--- src/core/tpm_pkg.sv ---
// shared constants and types of the T1 performance monitor
package tpm_pkg;
	// clock rate and the one-second transfer interval
	localparam int unsigned CLOCK_HZ         = 100_000_000;
	localparam int unsigned ONE_SECOND_S     = 1;
	localparam int unsigned TICK_CYCLES_DFLT = ONE_SECOND_S * CLOCK_HZ;

	// software port geometry
	localparam int ADDR_W = 11;
	localparam int DATA_W = 8;

	// global registers (byte addresses)
	localparam logic [10:0] ADDR_ACCESS_PORT = 11'h00E;
	localparam logic [10:0] ADDR_ACCESS_DATA = 11'h00F;

	// per-link registers: address = {link, offset}
	localparam logic [7:0] OFF_CONTROL  = 8'hC2;
	localparam logic [7:0] OFF_IRQ_EN0  = 8'hC3;
	localparam logic [7:0] OFF_IRQ_EN1  = 8'hC4;
	localparam logic [7:0] OFF_IRQ_FLG0 = 8'hC5;
	localparam logic [7:0] OFF_IRQ_FLG1 = 8'hC6;
	localparam logic [7:0] OFF_IRQ_CLR0 = 8'hC7;
	localparam logic [7:0] OFF_IRQ_CLR1 = 8'hC8;

	// control register fields
	localparam int BIT_MANUAL = 0;
	localparam int BIT_AUTO   = 1;
	localparam int BIT_FMT_LO = 2;
	localparam int BIT_FMT_HI = 3;
	localparam int BIT_J1     = 4;
	localparam int CTRL_W     = 5;

	// access port fields
	localparam int ACC_IDX_LO  = 0;
	localparam int ACC_IDX_HI  = 3;
	localparam int ACC_LINK_LO = 4;
	localparam int ACC_LINK_HI = 6;
	localparam int ACC_W       = 7;

	// values after reset
	localparam logic [CTRL_W-1:0] RST_CONTROL = 5'h00;
	localparam logic [ACC_W-1:0]  RST_ACCESS  = 7'h00;
	localparam logic [7:0]        RST_IRQ     = 8'h00;

	typedef enum logic [1:0] {
		FMT_SF  = 2'h0,
		FMT_ESF = 2'h1,
		FMT_DM  = 2'h2,
		FMT_SLC = 2'h3
	} tpm_format_type;

	// counter set, index and width
	localparam int CNT_LCV  = 0;
	localparam int CNT_FER  = 1;
	localparam int CNT_CRC  = 2;
	localparam int CNT_DDS  = 3;
	localparam int CNT_ALIGNMENT_CHANGE_COUNTER = 4;
	localparam int CNT_OOF  = 5;
	localparam int CNT_PRBS = 6;
	localparam int CNT_NUM  = 7;
	localparam int CNT_WIDTH [CNT_NUM] = '{16, 12, 10, 10, 3, 5, 16};
	localparam int RESULT_W = 16;

	// overflow flag positions: flag register 1 holds only the line counter
	localparam int FLG0_FER  = 0;
	localparam int FLG0_ALIGNMENT_CHANGE_COUNTER = 1;
	localparam int FLG0_OOF  = 2;
	localparam int FLG0_PRBS = 3;
	localparam int FLG0_CRC  = 4;
	localparam int FLG0_DDS  = 5;
	localparam int FLG1_LCV  = 0;

	// indirect result indices
	localparam logic [3:0] IDX_CRC_LO  = 4'h0;
	localparam logic [3:0] IDX_CRC_HI  = 4'h1;
	localparam logic [3:0] IDX_FER_LO  = 4'h2;
	localparam logic [3:0] IDX_FER_HI  = 4'h3;
	localparam logic [3:0] IDX_ALIGNMENT_CHANGE_COUNTER    = 4'h4;
	localparam logic [3:0] IDX_OOF     = 4'h5;
	localparam logic [3:0] IDX_PRBS_LO = 4'h6;
	localparam logic [3:0] IDX_PRBS_HI = 4'h7;
	localparam logic [3:0] IDX_LCV_LO  = 4'h8;
	localparam logic [3:0] IDX_LCV_HI  = 4'h9;
	localparam logic [3:0] IDX_DDS_LO  = 4'hA;
	localparam logic [3:0] IDX_DDS_HI  = 4'hB;
endpackage

--- src/core/tpm_cnt_if.sv ---
// link between the monitor control logic and one event counter
`timescale 1ns/10ps
interface tpm_cnt_if;
	logic                          evt;
	logic                          xfer;
	logic [tpm_pkg::RESULT_W-1:0]  result;
	logic                          ovf;
	modport ctl (output evt, output xfer, input result, input ovf);
	modport cnt (input evt, input xfer, output result, output ovf);
endinterface

--- src/core/tpm_perf_monitor.sv ---
// T1/J1 receive performance monitor: counters, transfers, indirect access and overflow interrupts
// Functional notes
// (RQ1) counted events follow the selected framing format
// (RQ2) overflow sets flag; enabled flag raises interrupt
// (RQ3) auto enable transfers counts every second
// (RQ4) manual trigger rising edge always transfers counts
// (RQ5) counters clear after each transfer
// (RQ6) events during transfer are never lost
// (RQ7) link and index fields pick indirect register
// (RQ8) access data shows selected indirect byte
// (RQ9) 16-bit line violation count, indices 09/08
// (RQ10) 12-bit framing error count, indices 03/02
// (RQ11) 10-bit CRC-6 count, extended superframe only
// (RQ12) 10-bit DDS count, digital multiplex only
// (RQ13) 3-bit alignment change count, index 04
// (RQ14) 5-bit sync loss count, index 05
// (RQ15) 16-bit PRBS error count, indices 07/06
// (RQ16) digital multiplex format only in T1 mode
// (RQ17) flags stay set until cleared; interrupt level
`timescale 1ns/10ps
module tpm_perf_monitor #(
	parameter int          NUM_LINKS   = 8,
	parameter int unsigned TICK_CYCLES = tpm_pkg::TICK_CYCLES_DFLT
) (
	input  wire logic                        i_clock,
	input  wire logic                        i_rstn,
	input  wire logic [tpm_pkg::ADDR_W-1:0]  i_addr,
	input  wire logic [tpm_pkg::DATA_W-1:0]  i_wdata,
	input  wire logic                        i_wr,
	input  wire logic                        i_rd,
	output logic      [tpm_pkg::DATA_W-1:0]  o_rdata,
	input  wire logic [NUM_LINKS-1:0]        i_line_violation_evt,
	input  wire logic [NUM_LINKS-1:0]        i_fbit_error_evt,
	input  wire logic [NUM_LINKS-1:0]        i_fas_error_evt,
	input  wire logic [NUM_LINKS-1:0]        i_crc6_error_evt,
	input  wire logic [NUM_LINKS-1:0]        i_dds_error_evt,
	input  wire logic [NUM_LINKS-1:0]        i_alignment_change_evt,
	input  wire logic [NUM_LINKS-1:0]        i_sync_loss_evt,
	input  wire logic [NUM_LINKS-1:0]        i_prbs_error_evt,
	output logic                             o_irq
);
	import tpm_pkg::*;

	localparam int TW = (TICK_CYCLES > 1) ? $clog2(TICK_CYCLES) : 1;
	localparam logic [TW-1:0] TICK_LAST = TW'(TICK_CYCLES - 1);

	// per-link register hit: the top three address bits carry the link
	function automatic logic reg_hit(input logic [ADDR_W-1:0] a, input logic [2:0] lnk, input logic [7:0] off);
		return a == {lnk, off};
	endfunction

	logic [TW-1:0]     tick_cnt_reg;
	logic [TW-1:0]     tick_cnt_next;
	logic              tick;
	logic [ACC_W-1:0]  access_reg;
	logic [DATA_W-1:0] rdata_reg;
	logic [DATA_W-1:0] rd_next;
	logic              acc_wr;
	logic [2:0]        acc_link;
	logic [3:0]        acc_idx;
	logic [2:0]        bus_link;
	logic              acc_link_ok;
	logic              bus_link_ok;
	logic [DATA_W-1:0] link_rd  [NUM_LINKS];
	logic [DATA_W-1:0] link_ind [NUM_LINKS];
	logic [NUM_LINKS-1:0] link_irq;

	// one shared second tick keeps all links' intervals aligned
	assign tick          = (tick_cnt_reg == TICK_LAST);
	assign tick_cnt_next = tick ? '0 : tick_cnt_reg + TW'(1);

	always_ff @(posedge i_clock or negedge i_rstn) begin
		if (!i_rstn) begin
			tick_cnt_reg <= '0;
		end else begin
			tick_cnt_reg <= tick_cnt_next; // RQ3
		end
	end

	// indirect addressing
	assign acc_wr      = i_wr && (i_addr == ADDR_ACCESS_PORT);
	assign acc_link    = access_reg[ACC_LINK_HI:ACC_LINK_LO]; // RQ7
	assign acc_idx     = access_reg[ACC_IDX_HI:ACC_IDX_LO]; // RQ7
	assign bus_link    = i_addr[ADDR_W-1:ADDR_W-3];
	assign acc_link_ok = int'(acc_link) < NUM_LINKS;
	assign bus_link_ok = int'(bus_link) < NUM_LINKS;

	always_ff @(posedge i_clock or negedge i_rstn) begin
		if (!i_rstn) begin
			access_reg <= RST_ACCESS;
		end else if (acc_wr) begin
			access_reg <= i_wdata[ACC_W-1:0];
		end
	end

	genvar l;
	generate
		for (l = 0; l < NUM_LINKS; l++) begin : g_link
			localparam logic [2:0] LID = 3'(l);

			logic [CTRL_W-1:0] ctrl_reg;
			logic              manual_prev_reg;
			logic [7:0]        en0_reg;
			logic [7:0]        en1_reg;
			logic [7:0]        flg0_reg;
			logic [7:0]        flg1_reg;
			logic [7:0]        flg0_next;
			logic [7:0]        flg1_next;
			logic [7:0]        ovf0;
			logic [7:0]        ovf1;
			logic [7:0]        clr0;
			logic [7:0]        clr1;
			logic [7:0]        ind_byte;
			logic [7:0]        rd_byte;
			logic [CNT_NUM-1:0] evt;
			logic [CNT_NUM-1:0] ovf;
			logic [RESULT_W-1:0] res [CNT_NUM];
			logic              wr_ctrl;
			logic              wr_en0;
			logic              wr_en1;
			logic              xfer;
			logic              manual_rise;
			logic              j1_mode;
			logic              dm_active;
			tpm_format_type    fmt;

			assign wr_ctrl = i_wr && reg_hit(i_addr, LID, OFF_CONTROL);
			assign wr_en0  = i_wr && reg_hit(i_addr, LID, OFF_IRQ_EN0);
			assign wr_en1  = i_wr && reg_hit(i_addr, LID, OFF_IRQ_EN1);
			assign clr0    = (i_wr && reg_hit(i_addr, LID, OFF_IRQ_CLR0)) ? i_wdata : 8'h00;
			assign clr1    = (i_wr && reg_hit(i_addr, LID, OFF_IRQ_CLR1)) ? i_wdata : 8'h00;

			assign fmt         = tpm_format_type'(ctrl_reg[BIT_FMT_HI:BIT_FMT_LO]);
			assign j1_mode     = ctrl_reg[BIT_J1];
			// in J1 mode the digital multiplex code is not offered
			assign dm_active   = (fmt == FMT_DM) && !j1_mode; // RQ16
			assign manual_rise = ctrl_reg[BIT_MANUAL] && !manual_prev_reg; // RQ4
			assign xfer        = (ctrl_reg[BIT_AUTO] && tick) || manual_rise; // RQ3 RQ4

			// event steering by framing format
			assign evt[CNT_LCV]  = i_line_violation_evt[l]; // RQ9
			assign evt[CNT_FER]  = (fmt == FMT_ESF) ? i_fas_error_evt[l] : i_fbit_error_evt[l]; // RQ1 RQ10
			assign evt[CNT_CRC]  = (fmt == FMT_ESF) && i_crc6_error_evt[l]; // RQ1 RQ11
			assign evt[CNT_DDS]  = dm_active && i_dds_error_evt[l]; // RQ1 RQ12 RQ16
			assign evt[CNT_ALIGNMENT_CHANGE_COUNTER] = i_alignment_change_evt[l]; // RQ13
			// sync loss of an unoffered format is not counted
			assign evt[CNT_OOF]  = i_sync_loss_evt[l] && !((fmt == FMT_DM) && j1_mode); // RQ14 RQ16
			assign evt[CNT_PRBS] = i_prbs_error_evt[l]; // RQ15

			genvar k;
			for (k = 0; k < CNT_NUM; k++) begin : g_cnt
				tpm_cnt_if c_if ();
				assign c_if.evt  = evt[k];
				assign c_if.xfer = xfer; // RQ5
				assign res[k]    = c_if.result;
				assign ovf[k]    = c_if.ovf;
				tpm_counter #(
					.W (CNT_WIDTH[k])
				) u_cnt (
					.i_clock (i_clock),
					.i_rstn  (i_rstn),
					.cnt     (c_if.cnt)
				);
			end

			always_comb begin
				ovf0            = 8'h00;
				ovf1            = 8'h00;
				ovf0[FLG0_FER]  = ovf[CNT_FER];
				ovf0[FLG0_ALIGNMENT_CHANGE_COUNTER] = ovf[CNT_ALIGNMENT_CHANGE_COUNTER];
				ovf0[FLG0_OOF]  = ovf[CNT_OOF];
				ovf0[FLG0_PRBS] = ovf[CNT_PRBS];
				ovf0[FLG0_CRC]  = ovf[CNT_CRC];
				ovf0[FLG0_DDS]  = ovf[CNT_DDS];
				ovf1[FLG1_LCV]  = ovf[CNT_LCV];
			end

			// a new overflow wins over a clear in the same cycle
			assign flg0_next = (flg0_reg & ~clr0) | ovf0; // RQ2 RQ17
			assign flg1_next = (flg1_reg & ~clr1) | ovf1; // RQ2 RQ17

			always_ff @(posedge i_clock or negedge i_rstn) begin
				if (!i_rstn) begin
					ctrl_reg        <= RST_CONTROL;
					manual_prev_reg <= 1'b0;
					en0_reg         <= RST_IRQ;
					en1_reg         <= RST_IRQ;
					flg0_reg        <= RST_IRQ;
					flg1_reg        <= RST_IRQ;
				end else begin
					manual_prev_reg <= ctrl_reg[BIT_MANUAL];
					flg0_reg        <= flg0_next;
					flg1_reg        <= flg1_next;
					if (wr_ctrl) begin
						ctrl_reg <= i_wdata[CTRL_W-1:0];
					end
					if (wr_en0) begin
						en0_reg <= i_wdata;
					end
					if (wr_en1) begin
						en1_reg <= i_wdata;
					end
				end
			end

			// indirect result bytes; unused indices read zero
			always_comb begin
				ind_byte = 8'h00;
				unique case (acc_idx)
					IDX_CRC_LO:  ind_byte = res[CNT_CRC][7:0]; // RQ11
					IDX_CRC_HI:  ind_byte = res[CNT_CRC][15:8];
					IDX_FER_LO:  ind_byte = res[CNT_FER][7:0]; // RQ10
					IDX_FER_HI:  ind_byte = res[CNT_FER][15:8];
					IDX_ALIGNMENT_CHANGE_COUNTER:    ind_byte = res[CNT_ALIGNMENT_CHANGE_COUNTER][7:0]; // RQ13
					IDX_OOF:     ind_byte = res[CNT_OOF][7:0]; // RQ14
					IDX_PRBS_LO: ind_byte = res[CNT_PRBS][7:0]; // RQ15
					IDX_PRBS_HI: ind_byte = res[CNT_PRBS][15:8];
					IDX_LCV_LO:  ind_byte = res[CNT_LCV][7:0]; // RQ9
					IDX_LCV_HI:  ind_byte = res[CNT_LCV][15:8];
					IDX_DDS_LO:  ind_byte = res[CNT_DDS][7:0]; // RQ12
					IDX_DDS_HI:  ind_byte = res[CNT_DDS][15:8];
					default:     ind_byte = 8'h00;
				endcase
			end

			// direct reads of this link; clear registers are write-only
			always_comb begin
				rd_byte = 8'h00;
				if (reg_hit(i_addr, LID, OFF_CONTROL)) begin
					rd_byte = 8'(ctrl_reg);
				end else if (reg_hit(i_addr, LID, OFF_IRQ_EN0)) begin
					rd_byte = en0_reg;
				end else if (reg_hit(i_addr, LID, OFF_IRQ_EN1)) begin
					rd_byte = en1_reg;
				end else if (reg_hit(i_addr, LID, OFF_IRQ_FLG0)) begin
					rd_byte = flg0_reg;
				end else if (reg_hit(i_addr, LID, OFF_IRQ_FLG1)) begin
					rd_byte = flg1_reg;
				end
			end

			assign link_rd[l]  = rd_byte;
			assign link_ind[l] = ind_byte;
			assign link_irq[l] = |(flg0_reg & en0_reg) || |(flg1_reg & en1_reg); // RQ2 RQ17

		end
	endgenerate

	// read data appear the cycle after the strobe and only then
	always_comb begin
		rd_next = 8'h00;
		if (i_addr == ADDR_ACCESS_PORT) begin
			rd_next = 8'(access_reg);
		end else if (i_addr == ADDR_ACCESS_DATA) begin
			rd_next = acc_link_ok ? link_ind[acc_link] : 8'h00; // RQ8
		end else if (bus_link_ok) begin
			rd_next = link_rd[bus_link];
		end
	end

	always_ff @(posedge i_clock or negedge i_rstn) begin
		if (!i_rstn) begin
			rdata_reg <= 8'h00;
		end else begin
			rdata_reg <= i_rd ? rd_next : 8'h00; // RQ8
		end
	end

	assign o_rdata = rdata_reg;
	assign o_irq   = |link_irq; // RQ2
endmodule // tpm_perf_monitor

--- src/core/tpm_counter.sv ---
// saturating event counter with transfer-and-clear
`timescale 1ns/10ps
module tpm_counter #(
	parameter int W = 16
) (
	input  wire logic i_clock,
	input  wire logic i_rstn,
	tpm_cnt_if.cnt    cnt
);
	import tpm_pkg::*;

	logic [W-1:0] count_reg;
	logic [W-1:0] count_next;
	logic [W-1:0] result_reg;
	logic [W-1:0] result_next;
	logic [W-1:0] bumped;
	logic         ovf_reg;
	logic         at_max;

	assign at_max      = &count_reg;
	// an event in the transfer cycle lands in the transferred value
	assign bumped      = count_reg + W'(cnt.evt & ~at_max); // RQ6
	assign count_next  = cnt.xfer ? '0 : bumped; // RQ5
	assign result_next = cnt.xfer ? bumped : result_reg;

	always_ff @(posedge i_clock or negedge i_rstn) begin
		if (!i_rstn) begin
			count_reg  <= '0;
			result_reg <= '0;
			ovf_reg    <= 1'b0;
		end else begin
			count_reg  <= count_next;
			result_reg <= result_next;
			ovf_reg    <= cnt.evt & at_max; // RQ2
		end
	end

	assign cnt.result = RESULT_W'(result_reg);
	assign cnt.ovf    = ovf_reg;
endmodule // tpm_counter

--- config.mk ---
export PLATFORM = sky130hd
export DESIGN_NAME = tpm_perf_monitor
export DESIGN_NICKNAME = d
export VERILOG_FILES = /design/src/core/tpm_pkg.sv /design/src/core/tpm_cnt_if.sv /design/src/core/tpm_perf_monitor.sv /design/src/core/tpm_counter.sv
export SDC_FILE = /design/constraint.sdc
export NUM_CORES = 2
export LEC_CHECK = 0
export BUFFER_PORTS_ARGS = -buffer_cell sky130_fd_sc_hd__buf_4
export CORE_ASPECT_RATIO = 0.75
export CORE_UTILIZATION = 48
export DETAILED_ROUTE_END_ITERATION = 8
export PLACE_DENSITY = 0.76
export SETUP_SLACK_MARGIN = 0.1
export SLEW_MARGIN = 20
export SYNTH_ARGS = -nofsm -noshare
export SYNTH_HDL_FRONTEND = slang
export SYNTH_HIERARCHICAL = 1
export SYNTH_SLANG_ARGS = --single-unit
--- constraint.sdc ---
create_clock -name i_clock -period 3 [get_ports i_clock]
set_input_delay 0.3 -clock i_clock [delete_from_list [all_inputs] [get_ports i_clock]]
set_output_delay 0.3 -clock i_clock [all_outputs]
set_load 0.005 [all_outputs]
; ---- Word level (Yosys, flattened, before mapping)
; Index checks and enable logic that the tools add are counted.
; W data, S select, Z words.
[word_totals]
register_bits = 1554
inputBits = 87
out_inout_bits = 9
[classes]
n_reduce_logical = 211
n_mux = 138
order_cmp = 2
n_addsub = 57
eq_ne = 86
bitwise_logic = 234
[ops]
columns = operator, n
row1 = $pmux W8 S12, 8
row2 = $mux W8, 63
row3 = $eq A11 B11 Y1 const B, 28
row4 = $add A16 B16 Y16, 16
row5 = $and A1 B16 Y16, 16
row6 = $and A8 B8 Y8, 32
row7 = $mux W16, 16
row8 = $not A1 Y16, 16
row9 = $reduce_and A16 Y1, 16
row10 = $add A10 B10 Y10, 16
row11 = $and A1 B10 Y10, 16
row12 = $mux W10, 16
row13 = $not A1 Y10, 16
row14 = $reduce_and A10 Y1, 16
row15 = $eq A11 B10 Y1 const B, 14
row16 = $reduce_or A8 Y1, 17
row17 = $not A8 Y8, 16
row18 = $logic_and A1 B1 Y1, 97
row19 = $add A12 B12 Y12, 8
row20 = $and A1 B12 Y12, 8
row21 = $mux W12, 8
row22 = $not A1 Y12, 8
row23 = $reduce_and A12 Y1, 8
row24 = $eq A11 B8 Y1 const B, 7
row25 = 31 further kinds, 246

; ---- Depth between registers and ports, before layout
[logic_depth]
ltp_word = 12
depth_mapped = 12
ltp_nobuf = 10

; ---- Modules after synthesis
; Netlist, hierarchy kept.
[by_module_without_submodules]
columns = module, instances, area_each_um2, seq_area_each_um2, cells_each
row1 = tpm_perf_monitor, 1, 22699.3, 8658.3, 2353
row2 = tpm_counter (g_link[0].g_cnt[0].u_cnt ...), 16, 1382.6, 825.8, 132
row3 = tpm_counter (g_link[0].g_cnt[2].u_cnt ...), 16, 924.6, 525.5, 87
row4 = tpm_counter (g_link[0].g_cnt[1].u_cnt ...), 8, 1118.6, 625.6, 102
row5 = tpm_counter (g_link[0].g_cnt[5].u_cnt ...), 8, 529.3, 275.3, 49
row6 = tpm_counter (g_link[0].g_cnt[4].u_cnt ...), 8, 381.6, 175.2, 35

; ---- Least setup slack after synthesis
; Ideal clock, no wire load.
[synth_timing]
kind = register -> register
from = register tick_cnt_reg[20]
to = register g_link[0].g_cnt[2].u_cnt.result_reg[5]
path_stages_with_launch = 12
slack_ps = 80
t_arrival_ps = 2838
t_required_ps = 2918
setup_time_ps = 82
path_cell_list = dfrtp_1 -> and3_1 -> and3_1 -> and4_1 -> and2_0 -> clkbuf_1 -> nand2_1 -> o21ai_0 -> clkbuf_1 -> clkbuf_1 -> nor2_1 -> a31oi_1
[synth_between]
elab_chain_cells = 3
[synth_lines]
columns = element, line_no
row1 = start: declaration, tpm_perf_monitor.sv:52  ; logic [TW-1:0] tick_cnt_reg;
row2 = start signal: assignment, tpm_perf_monitor.sv:76  ; tick_cnt_reg <= tick_cnt_next;
row3 = $eq A27 B27 Y1, tpm_perf_monitor.sv:69  ; assign tick = (tick_cnt_reg == TICK_LAST);
row4 = $logic_and A1 B1 Y1, tpm_perf_monitor.sv:138  ; assign xfer = (ctrl_reg[BIT_AUTO] && tick) || manual_rise;
row5 = $logic_or A1 B1 Y1, tpm_perf_monitor.sv:138
row6 = via g_link[0].g_cnt[0].c_if.xfer, tpm_cnt_if.sv:5  ; logic xfer;
row7 = end signal: assignment, tpm_counter.sv:33  ; result_reg <= result_next;
row8 = end: declaration, tpm_counter.sv:14  ; logic [W-1:0] result_reg;
; The timed path passes the listed nets, and every way through them passes these cells.
; A chain may end at the register's enable or synchronous reset.

; ---- Worst setup path in the final report
[layout_timing]
from = register g_link[6].en1_reg[4]
to = output o_irq
[layout_between]
elab_chain_cells = 4
[layout_lines]
columns = element, line_no
row1 = start: declaration, tpm_perf_monitor.sv:104  ; logic [7:0] en1_reg;
row2 = start signal: assignment, tpm_perf_monitor.sv:201  ; en1_reg <= i_wdata;
row3 = $and A8 B8 Y8, tpm_perf_monitor.sv:244  ; assign link_irq[l] = |(flg0_reg & en0_reg) || |(flg1_reg & en1_reg);
row4 = $reduce_or A8 Y1, tpm_perf_monitor.sv:244
row5 = $logic_or A1 B1 Y1, tpm_perf_monitor.sv:244
row6 = $reduce_or A8 Y1, tpm_perf_monitor.sv:270  ; assign o_irq = |link_irq;
row7 = end: declaration, tpm_perf_monitor.sv:40  ; output logic o_irq
; No other way between the ends.

==> metrics <==
outcome=finished, violations left; failing checks=setup timing; GP Congestion=1.087; Max-cap violations=0; CORE AREA=0.1548 mm²; Final Max Tran Viols=0; DP Wirelength=198900 µm; antenna violations before repair=12; Period Utilization, post-route=104.8%; Leakage=approximately 0.037 µW; VDD IR max=0.6439 mV; hold path start=i_dds_error_evt[0]; number of detailed-route iterations in the first pass=7; vias in the first global route=57488; cell area after synthesis=about 0.075 mm²; GR Util All Layers=33.88%; Post-Route WL=268100 µm; root buffer cell=clkbuf_16; Worst Tran Pin Value=0.8691 ns; Hold Path Class=in2reg; CP endpoint kind=output port; PD cells=666.0 mW/mm²; Final Hold Fails=0; final worst slack=-0.1447 ns; Num CTS Buffers=154; max reg flops=576; Achievable Freq=0.3180 GHz; total gr overflow=0; vias per cell=6.275; Worst Path Arrival=2.84 ns; routed len/inst=27.62 µm; final setup fails=1; H-tree levels=4; hold_ws=0.03509 ns; I/O pin total=96; drt drc=0; PortBufs=95; maximum clock path buffer count=3; unrepaired setup endpoints after global routing=true; crit path max fanout=3; clock transition at the registers of the reported paths=0.06 ns; Max transition margin=a little over two fifths; initial core utilization=48.37%; Yosys warning total=6; maximum number of pins on one net before global-route repair=119; clock sink total=1554; syn avg cell area=10.38 µm²; DRT iter0 DRCs=8407; CTS tree=yes; die area=about 0.16 mm²; # rows=125; Final Skew=0.03265 ns; die height=344.1 µm; Final #Nets=7745; pre-CTS setup slack=-0.3658 ns; layout cells sized above 1=17.35%; P&R area growth vs syn=14.70%; vias=60906; Critical path origin=g_link[6].en1_reg[4]$_DFFE_PN0P_; worst endpoint required time=2.70 ns; worst skew pair latency=0.83 ns; startpoint types=flip-flop; Die Width=458.1 µm; Cells after Synth=7217; first-pass GRT wire length=394000 µm; crit path time final=3.145 ns; total power=between 50000 and 60000 µW; Routed Antenna Nets=0; Crit Path Class=reg2out; reg2reg start=access_reg[3]$_DFFE_PN0P_
-- path summary, 6_finish.rpt --
path,endpoint,slack [ns],cells past startpoint
worst max-delay path,o_irq,-0.14,7
worst min-delay path,g_link[0].g_cnt[3].u_cnt/cnt.ovf$_DFF_PN0_,0.04,3
min in group asynchronous,g_link[4].flg1_reg[4]$_DFF_PN0_,0.06,2
max in group asynchronous,g_link[5].g_cnt[0].u_cnt/count_reg[9]$_DFF_PN0_,1.69,4
worst min register to register,g_link[5].manual_prev_reg$_DFF_PN0_,0.41,0
worst max register to register,o_rdata[1]$_DFF_PN0_,0.02,9
-- area by class of cell --
type / instances / area, µm²
fill: 13171 / 68940
sequential: 1554 / 38910
multi-input combinational: 5141 / 33280
timing repair buffer: 572 / 5420
clock buffer: 207 / 4389
tap: 2032 / 2542
clock inverter: 77 / 899.6
inverter: 122 / 457.9
antenna: 1 / 2.502
-- power breakdown --
group	switching (µW)	internal (µW)
logic	4790	3510
clock network	8950	11500
registers	4260	24200
-- metrics by stage --
| step | utilization (%) | setup TNS [ns] | cell area, µm² | instances |
|---|---|---|---|---|
| floorplan | - | 0 | 75460 | 7369 |
| global placement | 51.34 | -0.4345 | 79490 | 9339 |
| detailed placement | 51.34 | -0.6618 | 79500 | 9339 |
| CTS | 55.31 | -0.1189 | 85640 | 9695 |
| global route | 55.47 | -0.1479 | 85890 | 9705 |
| finish | 55.47 | -0.1447 | 85890 | 9706 |
-- cells in the final DEF, fill, tap and decap left out, types with 61 or more instances in the layout --
master,instances
a21boi_0,73
a21o_1,61
a21oi_1,549
a22oi_1,220
a31oi_1,201
buf_12,70
buf_4,440
clkbuf_16,162
conb_1,192
dfrtp_1,1546
ha_1,113
inv_1,121
mux2_2,322
mux2i_1,64
nand2_1,326
nand3_1,305
nand4_1,134
nor2_1,857
nor2b_1,148
nor3_1,101
o21ai_0,192
o31ai_1,78
or3_1,100
xnor2_1,152
xor2_1,163
-- repair_timing --
action	4_1_cts	5_1_grt
buffers inserted	19	8
cloned	1	3
hold buffers	52	0
pin swaps	11	22
gates resized for setup	30	27
setup endpoints to repair	8	55
hold endpoints to repair	1005	0
-- worst max-delay path: stages (launching register included) --
cell,delay (ns)
dfrtp_1,0.39
a22o_1,0.28
a221oi_2,0.18
buf_4,0.18
nand4_1,0.26
nor4_2,0.31
nand3_1,0.21
buf_4,0.20
-- per-layer routing --
layer	vias to the layer above	track usage, %	wire, µm
met2	3218	47.00	110100
met5	-	0	45
met1	30788	50.53	117000
met3	450	9.719	32030
li1	26442	-	-
met4	8	11.13	8937
No activity file was read; power rests on OpenSTA's default activity.
